File: config.mk
export PLATFORM = sky130hd
export DESIGN_NAME = uart_hold
export DESIGN_NICKNAME = d
export VERILOG_FILES = /design/src/design/uart_hold_pkg.sv /design/src/design/uart_rx_front.sv /design/src/design/uart_hold.sv
export VERILOG_INCLUDE_DIRS = /design/src /design/src/design
export SDC_FILE = /design/constraint.sdc
export NUM_CORES = 1
export LEC_CHECK = 0
export CORE_MARGIN = 4
export CORE_UTILIZATION = 35
export CTS_CLUSTER_DIAMETER = 60
export DETAILED_ROUTE_END_ITERATION = 7
export DONT_BUFFER_PORTS = 1
export GPL_TIMING_DRIVEN = 1
export PLACE_DENSITY = 0.6
export SLEW_MARGIN = 20
export SYNTH_ARGS = -nofsm -noshare
export SYNTH_HDL_FRONTEND = slang
export SYNTH_SLANG_ARGS = --single-unit
export TNS_END_PERCENT = 20
File: constraint.sdc
create_clock -name clock -period 3.1 [get_ports clock]
set_input_delay 0.465 -clock clock [delete_from_list [all_inputs] [get_ports clock]]
set_output_delay 0.465 -clock clock [all_outputs]
set_load 0.1 [all_outputs]
File: src/design/uart_hold_defs.svh
// constants for the uart holding, mask and status block
// assumes inclusion by bare name from the receive front end and holding modules
`ifndef UART_HOLD_DEFS_SVH
`define UART_HOLD_DEFS_SVH
`define ADDR_HOLDING       3'h0
`define ADDR_MASK          3'h1
`define ADDR_IDENT_FIFO    3'h2
`define ADDR_LINE_CONTROL  3'h3
`define ADDR_LINE_STATUS   3'h5
`define MASK_RESET         8'h00
`define LCR_RESET          8'h00
`define LSR_RESET          8'h60
`define IDENT_NONE         4'h1
`define IDENT_RX_LINE      4'h6
`define IDENT_RX_DATA      4'h4
`define IDENT_TX_EMPTY     4'h2
`define IDENT_MODEM        4'h0
`define IDENT_XOFF         4'h0
`define IDENT_FLOW         4'h0
`define BIT_DLAB           7
`define BIT_FIFO_EN        0
`define FIFO_DEPTH         32
`define START_MID_COUNT    4'h7
`define BIT_SAMPLES        4'hF
`endif

File: src/design/uart_hold_pkg.sv
// types shared by the uart holding block
// assumes the defs header is on the include path
package uart_hold_pkg;
    typedef enum logic [1:0] {
        rx_idle  = 2'b00,
        rx_start = 2'b01,
        rx_data  = 2'b10,
        rx_stop  = 2'b11
    } rx_state_t;
    typedef logic [7:0] byte_t;
endpackage : uart_hold_pkg

File: src/design/uart_rx_front.sv
// receive front end: pin synchroniser, false start filter, assembly
// assumes a 16x sample tick from the same clock domain
`include "uart_hold_defs.svh"
module uart_rx_front
    import uart_hold_pkg::*;
(
    input  wire logic           clock,
    input  wire logic           srst,
    input  wire logic           tick16,
    input  wire logic           rx_pin,
    output uart_hold_pkg::byte_t rx_byte,
    output logic                rx_done,
    output logic                rx_frame_err,
    output logic                rx_break
);
    logic [2:0]  sync;
    logic        line;
    rx_state_t   state;
    logic [3:0]  count;
    logic [2:0]  bit_index;
    byte_t       shift;

    ////////////////////////////////////////////////////////////////////
    // three stage synchroniser; level moves once stages two and three agree
    always_ff @(posedge clock) begin
        if (srst) begin
            sync <= 3'h7;
            line <= 1'b1;
        end else begin
            sync <= {sync[1:0], rx_pin};
            if (sync[1] == sync[2])
                line <= sync[2];
        end
    end

    ////////////////////////////////////////////////////////////////////
    // assembly; mid start sample on the eighth tick, at count seven
    always_ff @(posedge clock) begin
        if (srst) begin
            state        <= rx_idle;
            count        <= 4'h0;
            bit_index    <= 3'h0;
            shift        <= 8'h00;
            rx_byte      <= 8'h00;
            rx_done      <= 1'b0;
            rx_frame_err <= 1'b0;
            rx_break     <= 1'b0;
        end else begin
            rx_done <= 1'b0;
            unique case (state)
                rx_idle: begin
                    count <= 4'h0;
                    if (!line)
                        state <= rx_start;
                end
                rx_start: if (tick16) begin
                    count <= count + 4'h1;
                    if (count == `START_MID_COUNT) begin
                        // a glitch shorter than half a bit is dropped here
                        state     <= line ? rx_idle : rx_data;
                        count     <= 4'h0;
                        bit_index <= 3'h0;
                    end
                end
                rx_data: if (tick16) begin
                    count <= count + 4'h1;
                    if (count == `BIT_SAMPLES) begin
                        shift <= {line, shift[7:1]};
                        bit_index <= bit_index + 3'h1;
                        if (bit_index == 3'h7)
                            state <= rx_stop;
                    end
                end
                rx_stop: if (tick16) begin
                    count <= count + 4'h1;
                    if (count == `BIT_SAMPLES) begin
                        rx_byte      <= shift;
                        rx_done      <= 1'b1;
                        rx_frame_err <= !line;
                        rx_break     <= !line && (shift == 8'h00);
                        state        <= rx_idle;
                    end
                end
            endcase
        end
    end
endmodule : uart_rx_front

File: src/design/uart_hold.sv
// uart holding registers, interrupt mask, line status and interrupt
// assumes host strobes one cycle wide, synchronous to clock
`include "uart_hold_defs.svh"
module uart_hold
    import uart_hold_pkg::*;
#(
    parameter int DEPTH = `FIFO_DEPTH,
    parameter int AW    = $clog2(`FIFO_DEPTH)
) (
    input  wire logic            clock,
    input  wire logic            srst,
    input  wire logic [2:0]      addr,
    input  wire logic            wr_strobe,
    input  wire logic            rd_strobe,
    input  wire uart_hold_pkg::byte_t wr_data,
    output uart_hold_pkg::byte_t rd_data,
    input  wire logic            tick16,
    input  wire logic            rx_pin,
    output logic                 tx_pin,
    input  wire logic            cts_pin,
    input  wire logic            rts_level,
    input  wire logic            modem_event,
    input  wire logic            xoff_seen,
    output logic                 irq,
    output logic                 sleep_mode
);
    import uart_hold_pkg::*;

    // host visible control state
    byte_t          mask;
    byte_t          line_control;
    logic           fifo_en;
    logic [1:0]     rx_trig_sel;
    logic           dlab;
    // receive storage, one error tag per byte
    byte_t          rx_mem [DEPTH];
    logic [3:0]     err_mem [DEPTH];
    logic [AW-1:0]  rx_wp;
    logic [AW-1:0]  rx_rp;
    logic [AW:0]    rx_cnt;
    // transmit storage and serialiser
    byte_t          tx_mem [DEPTH];
    logic [AW-1:0]  tx_wp;
    logic [AW-1:0]  tx_rp;
    logic [AW:0]    tx_cnt;
    byte_t          tx_shift;
    logic [3:0]     tx_count;
    logic [3:0]     tx_bits;
    logic           tx_busy;
    // handshake from the receive front end
    byte_t          rx_byte;
    logic           rx_done;
    logic           rx_frame_err;
    logic           rx_break;
    logic           overrun;
    // modem edges and sticky event flags
    logic [2:0]     cts_sync;
    logic           cts_line;
    logic           cts_prev;
    logic           rts_prev;
    logic           cts_flag;
    logic           rts_flag;
    logic           line_flag;
    logic [5:0]     err_total;
    // decode and level helpers
    logic           wr_hold;
    logic           rd_hold;
    logic           tx_take;
    logic           rx_push;
    logic [AW:0]    rx_limit;
    logic [AW:0]    tx_limit;
    logic [AW:0]    trig_level;
    logic           thr_empty;
    logic           tx_empty_all;
    logic           trig_hit;
    logic           next_irq;
    byte_t          next_rd;
    logic [3:0]     ident;

    ////////////////////////////////////////////////////////////////////
    // decode; holding and mask hidden while divisor latch is selected
    assign dlab     = line_control[`BIT_DLAB];
    assign wr_hold  = wr_strobe && addr == `ADDR_HOLDING && !dlab;
    assign rd_hold  = rd_strobe && addr == `ADDR_HOLDING && !dlab;
    // fifo off means a single holding slot each way
    assign rx_limit = fifo_en ? (AW+1)'(DEPTH) : (AW+1)'(1);
    assign tx_limit = fifo_en ? (AW+1)'(DEPTH) : (AW+1)'(1);
    assign tx_take  = !tx_busy && tx_cnt != '0;
    assign rx_push  = rx_done && rx_cnt < rx_limit;
    assign thr_empty    = tx_cnt < tx_limit;
    assign tx_empty_all = tx_cnt == '0 && !tx_busy;
    assign trig_hit     = fifo_en && rx_cnt >= trig_level;

    // trigger levels per select code
    // the fifo fills past the trigger; only the interrupt identity (irq and ident read) uses it
    always_comb begin
        unique case (rx_trig_sel)
            2'b00: trig_level = (AW+1)'(8);
            2'b01: trig_level = (AW+1)'(16);
            2'b10: trig_level = (AW+1)'(24);
            2'b11: trig_level = (AW+1)'(28);
        endcase
    end

    ////////////////////////////////////////////////////////////////////
    // control registers
    // line control stays reachable so the lock can be lifted
    always_ff @(posedge clock) begin
        if (srst) begin
            mask         <= `MASK_RESET;
            line_control <= `LCR_RESET;
            fifo_en      <= 1'b0;
            rx_trig_sel  <= 2'b00;
        end else if (wr_strobe) begin
            if (addr == `ADDR_MASK && !dlab)
                mask <= wr_data;
            if (addr == `ADDR_LINE_CONTROL)
                line_control <= wr_data;
            if (addr == `ADDR_IDENT_FIFO) begin
                fifo_en     <= wr_data[`BIT_FIFO_EN];
                rx_trig_sel <= wr_data[7:6];
            end
        end
    end

    ////////////////////////////////////////////////////////////////////
    // transmit fifo; full writes are dropped, host must watch the flag
    // with fifo off the shift register is the second stage
    always_ff @(posedge clock) begin
        if (srst) begin
            tx_wp  <= '0;
            tx_rp  <= '0;
            tx_cnt <= '0;
        end else begin
            if (wr_hold && thr_empty) begin
                tx_mem[tx_wp] <= wr_data;
                tx_wp <= tx_wp + AW'(1);
            end
            if (tx_take)
                tx_rp <= tx_rp + AW'(1);
            tx_cnt <= tx_cnt + (AW+1)'(wr_hold && thr_empty)
                             - (AW+1)'(tx_take);
        end
    end

    // serialiser: start, eight data bits lsb first, stop
    // framing is fixed at 8N1; no parity or long stop
    always_ff @(posedge clock) begin
        if (srst) begin
            tx_busy  <= 1'b0;
            tx_shift <= 8'h00;
            tx_count <= 4'h0;
            tx_bits  <= 4'h0;
            tx_pin   <= 1'b1;
        end else if (tx_take) begin
            tx_busy  <= 1'b1;
            tx_shift <= tx_mem[tx_rp];
            tx_count <= 4'h0;
            tx_bits  <= 4'h0;
            tx_pin   <= 1'b0;
        end else if (tx_busy && tick16) begin
            tx_count <= tx_count + 4'h1;
            if (tx_count == `BIT_SAMPLES) begin
                tx_bits <= tx_bits + 4'h1;
                if (tx_bits == 4'h9) begin
                    tx_busy <= 1'b0;
                end else if (tx_bits == 4'h8) begin
                    tx_pin <= 1'b1;
                end else begin
                    tx_pin   <= tx_shift[0];
                    tx_shift <= {1'b0, tx_shift[7:1]};
                end
            end
        end
    end

    ////////////////////////////////////////////////////////////////////
    // receive front end with false start filter
    uart_rx_front rx_front (
        .clock        (clock),
        .srst         (srst),
        .tick16       (tick16),
        .rx_pin       (rx_pin),
        .rx_byte      (rx_byte),
        .rx_done      (rx_done),
        .rx_frame_err (rx_frame_err),
        .rx_break     (rx_break)
    );

    // receive fifo with per byte error tags; read pops the oldest
    // a byte that finds the fifo full is lost
    always_ff @(posedge clock) begin
        if (srst) begin
            rx_wp     <= '0;
            rx_rp     <= '0;
            rx_cnt    <= '0;
            overrun   <= 1'b0;
            err_total <= '0;
        end else begin
            if (rx_push) begin
                rx_mem[rx_wp]  <= rx_byte;
                err_mem[rx_wp] <= {rx_break, rx_frame_err, 1'b0, overrun};
                rx_wp <= rx_wp + AW'(1);
            end
            // overrun tags the next byte that fits; set beats clear
            if (rx_done && !rx_push)
                overrun <= 1'b1;
            else if (rx_push)
                overrun <= 1'b0;
            if (rd_hold && rx_cnt != '0)
                rx_rp <= rx_rp + AW'(1);
            rx_cnt <= rx_cnt + (AW+1)'(rx_push)
                             - (AW+1)'(rd_hold && rx_cnt != '0);
            err_total <= err_total
                + 6'(rx_push && (rx_frame_err || rx_break || overrun))
                - 6'(rd_hold && rx_cnt != '0 && err_mem[rx_rp] != 4'h0);
        end
    end

    ////////////////////////////////////////////////////////////////////
    // event flags; hardware set wins over a read clear
    // clear-to-send is a pin and is synchronised first
    always_ff @(posedge clock) begin
        if (srst) begin
            cts_sync  <= 3'h0;
            cts_line  <= 1'b0;
            cts_prev  <= 1'b0;
            rts_prev  <= 1'b0;
            cts_flag  <= 1'b0;
            rts_flag  <= 1'b0;
            line_flag <= 1'b0;
        end else begin
            cts_sync <= {cts_sync[1:0], cts_pin};
            if (cts_sync[1] == cts_sync[2])
                cts_line <= cts_sync[2];
            cts_prev <= cts_line;
            rts_prev <= rts_level;
            if (cts_line && !cts_prev)
                cts_flag <= 1'b1;
            else if (rd_strobe && addr == `ADDR_IDENT_FIFO)
                cts_flag <= 1'b0;
            if (rts_level && !rts_prev)
                rts_flag <= 1'b1;
            else if (rd_strobe && addr == `ADDR_IDENT_FIFO)
                rts_flag <= 1'b0;
            if (rx_push)
                line_flag <= 1'b1;
            else if (rd_strobe && addr == `ADDR_LINE_STATUS)
                line_flag <= 1'b0;
        end
    end

    // identity code by priority; trigger code tracks the fill level
    // one read reports only the top pending source
    always_comb begin
        if (mask[2] && line_flag)
            ident = `IDENT_RX_LINE;
        else if (mask[0] && (fifo_en ? trig_hit : rx_cnt != '0))
            ident = `IDENT_RX_DATA;
        else if (mask[1] && thr_empty)
            ident = `IDENT_TX_EMPTY;
        else if (mask[3] && modem_event)
            ident = `IDENT_MODEM;
        else if ((mask[5] && xoff_seen) || (mask[7] && cts_flag)
                 || (mask[6] && rts_flag))
            ident = `IDENT_FLOW;
        else
            ident = `IDENT_NONE;
    end

    // with mask bits 0..3 and 5..7 clear nothing interrupts: polled use
    assign next_irq = ident != `IDENT_NONE;

    ////////////////////////////////////////////////////////////////////
    // read mux
    // reading an empty receive slot leaves pointers alone
    always_comb begin
        next_rd = 8'h00;
        unique case (addr)
            `ADDR_HOLDING:
                if (!dlab)
                    next_rd = rx_mem[rx_rp];
            `ADDR_MASK:
                if (!dlab)
                    next_rd = mask;
            `ADDR_IDENT_FIFO:
                next_rd = {fifo_en, fifo_en, 2'b00, ident};
            `ADDR_LINE_CONTROL:
                next_rd = line_control;
            `ADDR_LINE_STATUS: begin
                next_rd[0]   = rx_cnt != '0;
                next_rd[4:1] = rx_cnt != '0 ? err_mem[rx_rp]
                                            : 4'h0;
                next_rd[5]   = fifo_en ? tx_cnt == '0
                                       : thr_empty;
                next_rd[6]   = tx_empty_all;
                next_rd[7]   = fifo_en && err_total != '0;
            end
            default: next_rd = 8'h00;
        endcase
    end

    ////////////////////////////////////////////////////////////////////
    // registered outputs
    // all pins leave a flop so decode never glitches them
    always_ff @(posedge clock) begin
        if (srst) begin
            rd_data    <= 8'h00;
            irq        <= 1'b0;
            sleep_mode <= 1'b0;
        end else begin
            if (rd_strobe)
                rd_data <= next_rd;
            irq        <= next_irq;
            sleep_mode <= mask[4];
        end
    end
endmodule : uart_hold

* After elaboration in Yosys (flattened, before gate mapping)
Memories as Yosys holds them, arrays and structs flattened. A register that Yosys moved wholly into a read port is not among the register bits. Cells that the tools add are included.
Cells by class: $lt $le $gt $ge 3, add/subtract/negate cells 14, eq/ne operators 30, multiplexer cells 66, bitwise gates (word level) 2, reduce and logical (&&, ||, !) cells 70
Operator list (number):
- $mux W8 | 7
- $pmux W8 S5 | 1
- $mux W5 | 6
- $logic_and A1 B1 Y1 | 28
- $mux W1 | 27
- $pmux W6 S4 | 1
- $add A5 B1 Y5 const B | 4
- $mux W2 | 10
- $add A6 B1 Y6 | 3
- $mux W3 | 6
- $reduce_bool A6 Y1 | 3
- $sub A6 B1 Y6 | 3
- $eq A4 B4 Y1 const B | 4
- $mux W4 | 4
- $reduce_bool A2 Y1 | 8
- $add A4 B1 Y4 const B | 3
- $lt A6 B6 Y1 | 2
- $ne A2 B2 Y1 const B | 6
- $pmux W4 S3 | 1
- $reduce_and A3 Y1 | 4
- $ne A2 B1 Y1 const B | 5
- $reduce_and A2 Y1 | 5
- $eq A2 B2 Y1 const B | 4
- $logic_not A8 Y1 | 1
- 24 further kinds | 39
Word-level totals: bits in writable memories 608, input bits 21, logic and storage cells 225, memories kept 3, output and inout bits 11, bits in registers 127
Memories:
- rx_mem | words 32, bits a word 8, read ports 1, clocked after memory_dff 1, wr ports 1, RTL line uart_hold.sv:36 | byte_t rx_mem [DEPTH];
- tx_mem | words 32, bits a word 8, read ports 1, clocked after memory_dff 1, wr ports 1, RTL line uart_hold.sv:42 | byte_t tx_mem [DEPTH];
- err_mem | words 32, bits a word 3, read ports 1, clocked after memory_dff 1, wr ports 1, RTL line uart_hold.sv:37 | logic [3:0] err_mem [DEPTH];

* Longest topological paths before layout
depth after elaboration 9, gate-level depth with buffers 20, depth with buffers taken out 17

* By module
From an unflattened synthesis, not the netlist that was laid out.
Unflattened totals: cell total of the unflattened synthesis 1751, area total of the unflattened synthesis 29947.5 um^2
By module, submodules not included:
- uart_hold | instances 1, cells an instance 1596, seq. area each 20359.5 um^2, area an instance 28561.1 um^2
- uart_rx_front | instances 1, cells an instance 155, seq. area each 640.6 um^2, area an instance 1386.3 um^2

* Worst setup path after synthesis
Ideal clock, no wire load.
kind flip-flop to flip-flop, start point register with a tool-made name, end point register err_total[4], clock period less this slack 3.372 ns, setup time 0.128 ns, path buffers 4, arrival 3.244 ns, data required time 2.972 ns, slack -0.272 ns, stages on the path, launching flop included 21, cell sequence dfxtp_1 buf_6 buf_4 buf_2 buf_4 nor2b_1 nand2_1 o22ai_1 nor4_1 o31a_1 ha_1 inv_1 ha_1 inv_1 fa_1 inv_1 a21oi_1 nor2_1 nor2_1 xor2_1 nor2_1
RTL lines:
- to (signal assigned) | RTL line uart_hold.sv:214 | err_total <= err_total
- to (decl) | RTL line uart_hold.sv:64 | logic [5:0] err_total;

==> impl_summary.md <==
Status
The final reports fail on negative setup slack. The run finished, with violations left.

Die
After floorplanning, the core was divided into between 100 and 150 placement rows. The area enclosed by the die boundary is 0.08962 mm². The starting density of the core is 35.39%. Pin placement for this block handled 32 I/O pins. The area of the placeable core is 0.08395 mm².

The die is 299.4 µm wide. In this run the vertical extent of the chip is ~300 µm.

Route
The average via count per standard cell is 5.067. The detail route stage leaves a number of antenna-violating nets equal to 0. The number of iterations in the first detailed-routing pass is 7.

The detailed-route DRC error count is 0. The total via count in the routed design is 16.13k. For this block, the routed nets add up to 69.25 mm of wire. The initial detailed-routing violation count is about 1.5k. The post-detailed-route wirelength per cell is 21.76 µm.

Timing
On the final layout, the worst clock skew is 40.67 ps. The number of hold-slack violations in the final timing report was 0. The peak clock frequency supported by timing is 295.4 MHz. Setup repair after global routing could not meet its margin everywhere. The worst-case headroom to the max-slew limit is ~28%.

Hold timing on the final database bottoms out at a slack of 74.15 ps. Adding up every negative setup slack in the final design gives -674.5 ps. Setup violations remaining at the end of the flow were counted as 5. For the pin with the worst max-slew slack, the measured transition is 1074 ps.

Dividing the final minimum period by the clock period gives 109.2%. The final critical-path setup slack is -285.7 ps. The smallest clock period supported by the final layout is computed as 3386 ps.

The number of max-slew violations in the final report is 0.

Synth
In the synthesized netlist, the number of instances is between 1.5k and 2k. The synthesized design contains 608 enable-type register cells. The count of state elements after synthesis is 745. When the netlist entered floorplanning its net count stood at 1781.

The count of unique library cells instantiated by Yosys is a little over 60. The summed instance area of the synthesized netlist is between 0.02 and 0.03 mm². During synthesis, Yosys emitted a total of 0 warnings. The proportion of netlist area held by the largest area contributor is about three fifths. The biggest area contributor in the post-synthesis netlist is edfxtp_1. Among all flip-flop cells after synthesis, the most frequent one is edfxtp_1. The fraction of the yosys area taken by sequential cells is just over 70%.

After synthesis, the cell types taking the most area are edfxtp_1, mux4_2, dfxtp_1. The async set-reset flop share out of synthesis is 0%. The per-instance average area after synthesis is 17.39 µm².

Global routing
The number of global-route vias before repair is about 17k. The initial antenna violation count is 3. The first global-routing pass estimated 104.7 mm of wire. The fraction of met2 tracks used by global routing is 25.58%. The largest net degree at the start of global routing is 101. For met3 alone, demand over resource in global routing was roughly 3.2%.

Global routing finished with a remaining overflow of 0. The most congested layer reported by global routing is met2. Global routing used 15.34% of the available tracks.

The fraction of met1 tracks used by global routing is 20.01%.

Clock network
The maximum buffer depth of the clock tree is 3. The root buffer cell chosen for the clock tree is clkbuf_16. After clock tree synthesis, the clock-pin slew on the worst setup and hold paths is around 60 ps. The number of clock buffers inserted by TritonCTS is 83. The later pin in the worst-skew pair is clocked with a latency of roughly 610 ps. CTS saw 745 sinks. The CTS tree is built. The number of H-tree levels is 3.

Final layout
The synthesis-to-layout area growth is 21.76%. The final net count is 2053. The fraction of layout cells with a size suffix above 1 is 25.45%. Leaving out fill and tap cells, the most frequent cell in the layout is edfxtp_1. The layout has 7348 filler cells. The library cells used most frequently in the layout, excluding fill and tap cells, are edfxtp_1, mux4_2, nor2_1, buf_4, dfxtp_1.

Setup path
The maximum single-stage delay on the critical path is 540 ps. The slowest stage of the critical path belongs to the cell mux4_2. STA classifies the critical path endpoint as a register. Walking the worst path, the cells encountered are buf_12 > buf_8 > buf_6 > mux4_2 > o22ai_4 > nor4_4 > o31a_1 > ha_4 > inv_2 > ha_4 > inv_2 > fa_2 > inv_1 > a21oi_2 > nor2_1 > nor2_1 > xor2_1 > nor2_1. The signal arrival time at the worst endpoint is 3890 ps. The top fanout value on the critical path is 8. The critical path is of the reg -> reg type. STA classifies the critical path startpoint as a register. The required time of the critical path is 3600 ps. Counting stages on the worst path, the most repeated cell is nor2_1.

The register-to-register path setup slack is -290 ps.

Min path
The path type of the worst min-delay path is in -> reg.

Place
The global placement routability congestion is about 0.85. During placement, the flow inserted port buffers numbering 0. The HPWL after detailed placement is 43.49 mm.

Pwr
The power share of the combinational group is 11.9%. The internal power is ~0.018 W. The leakage power is 12.90 nW.

The net switching component of the power is 0.005601 W. The worst-case IR drop observed on VDD is roughly 0.58 mV. Sequential cells burn between 40% and 50% of the power. The power per cell area is 660.8 mW/mm². Net switching is 23.43% of the power.

In this run, the clock network consumes 41.5% of the power.

Job
Max-cap violations in this run came to 0.
[stage by stage]
step / instances / cell area (µm²) / utilization (%) / total power (W) / setup slack (ps)
finish: 3183 / 36180 / 43.09 / 0.02391 / -285.7
global route: 3182 / 36180 / 43.09 / 0.02488 / -384.5
CTS: 3179 / 36050 / 42.94 / 0.02413 / -313.0
detailed placement: 2916 / 32050 / 38.18 / 0.01398 / -371.3
global placement: 2916 / 32050 / 38.17 / 0.01391 / -346.1
floorplan: 1709 / 29750 / - / 0.01326 / -27.12
[layout make-up]
type                    instances  area (µm²)  area share, %
diodes                          2       5.005        0.01383
clock buffers                 102        2193          6.063
clock inverters                49       575.6          1.591
inverters                      40       150.1         0.4150
multi-input cells             837        8298          22.94
flip-flops and latches        745       21020          58.09
well taps                    1134        1419          3.922
repair buffers                274        2520          6.965
[path summary, 6_finish.rpt]
kind / from / to / depth (start not counted)
worst max-delay path: register / err_total[4] / 18
worst min register to register: rx_front.sync[0] / rx_front.sync[1] / 1
worst min-delay path: rd_strobe / rd_data[7] / 2
worst max register to register: register / err_total[4] / 18
[synth_stat cells (all sizes together), types with 11 or more instances]
library cell    n
clkbuf         44
nand4          12
xnor2          15
mux4          171
nor2          168
ha             48
nand3          20
a21oi          49
mux2i          67
xor2           21
nand2          79
dfxtp         137
o21ai          11
o22ai          11
buf            43
nor2b          31
edfxtp        608
inv            40
[power groups by stage]
stage,clock [W],combinational (W),sequential (W)
floorplan,0,0.00203,0.0112
global route,0.0106,0.00313,0.0112
finish,0.00992,0.00285,0.0111
global placement,0,0.00257,0.0113
CTS,0.0101,0.00286,0.0111
detailed placement,0,0.00263,0.0113
[kinds of logic (layout without fill, tap and decap cells)]
logic type / count (synthesis) / count (layout) / share of synthesized area [%]
XOR/XNOR: 36 / 36 / 1.061
adder cells (fa/ha/maj): 51 / 51 / 2.223
buffers and inverters: 127 / 465 / 1.865
flip-flops: 745 / 745 / 70.68
AO/OA/AOI/OAI: 133 / 133 / 2.923
multiplexers: 242 / 242 / 15.37
other: 0 / 2 / 0
AND/OR/NAND/NOR: 375 / 375 / 5.879
[timing repair]
item,in CTS,in global routing
buffers inserted,9,2
hold buffers,103,0
cloned,0,0
setup endpoints to repair,6,22
pin swaps,10,9
resized for setup,12,19
endpoints found under the hold margin,380,0
[flip-flops by register name, summed over array words and instances, names as in the netlist, 8 cells and up, named ones only]
name / cells
err_mem: 96
line_control: 8
mask: 8
rd_data: 8
rx_front.rx_byte: 8
rx_front.shift: 8
rx_mem: 256
tx_mem: 256
tx_shift: 8
[layer usage]
| metal | routed length (µm) | vias to the layer above |
|---|---|---|
| met5 | 0 | - |
| met4 | 1979 | 0 |
| met3 | 4254 | 113 |
| met2 | 34100 | 448 |
| met1 | 28920 | 8352 |
| li1 | - | 7214 |
[worst max-delay path, delay by kind of cell, from the launching register on]
family | cells | cell delay (ps)
AOI/OAI and AO/OA | 3 | 700
xor gates and xnor gates | 1 | 200
adders and majority gates | 3 | 640
buffers and inverters | 6 | 520
DFF | 1 | 380
muxes | 1 | 540
and+or+nand+nor | 4 | 280
Note: power is estimated with default switching activity, not from simulation.
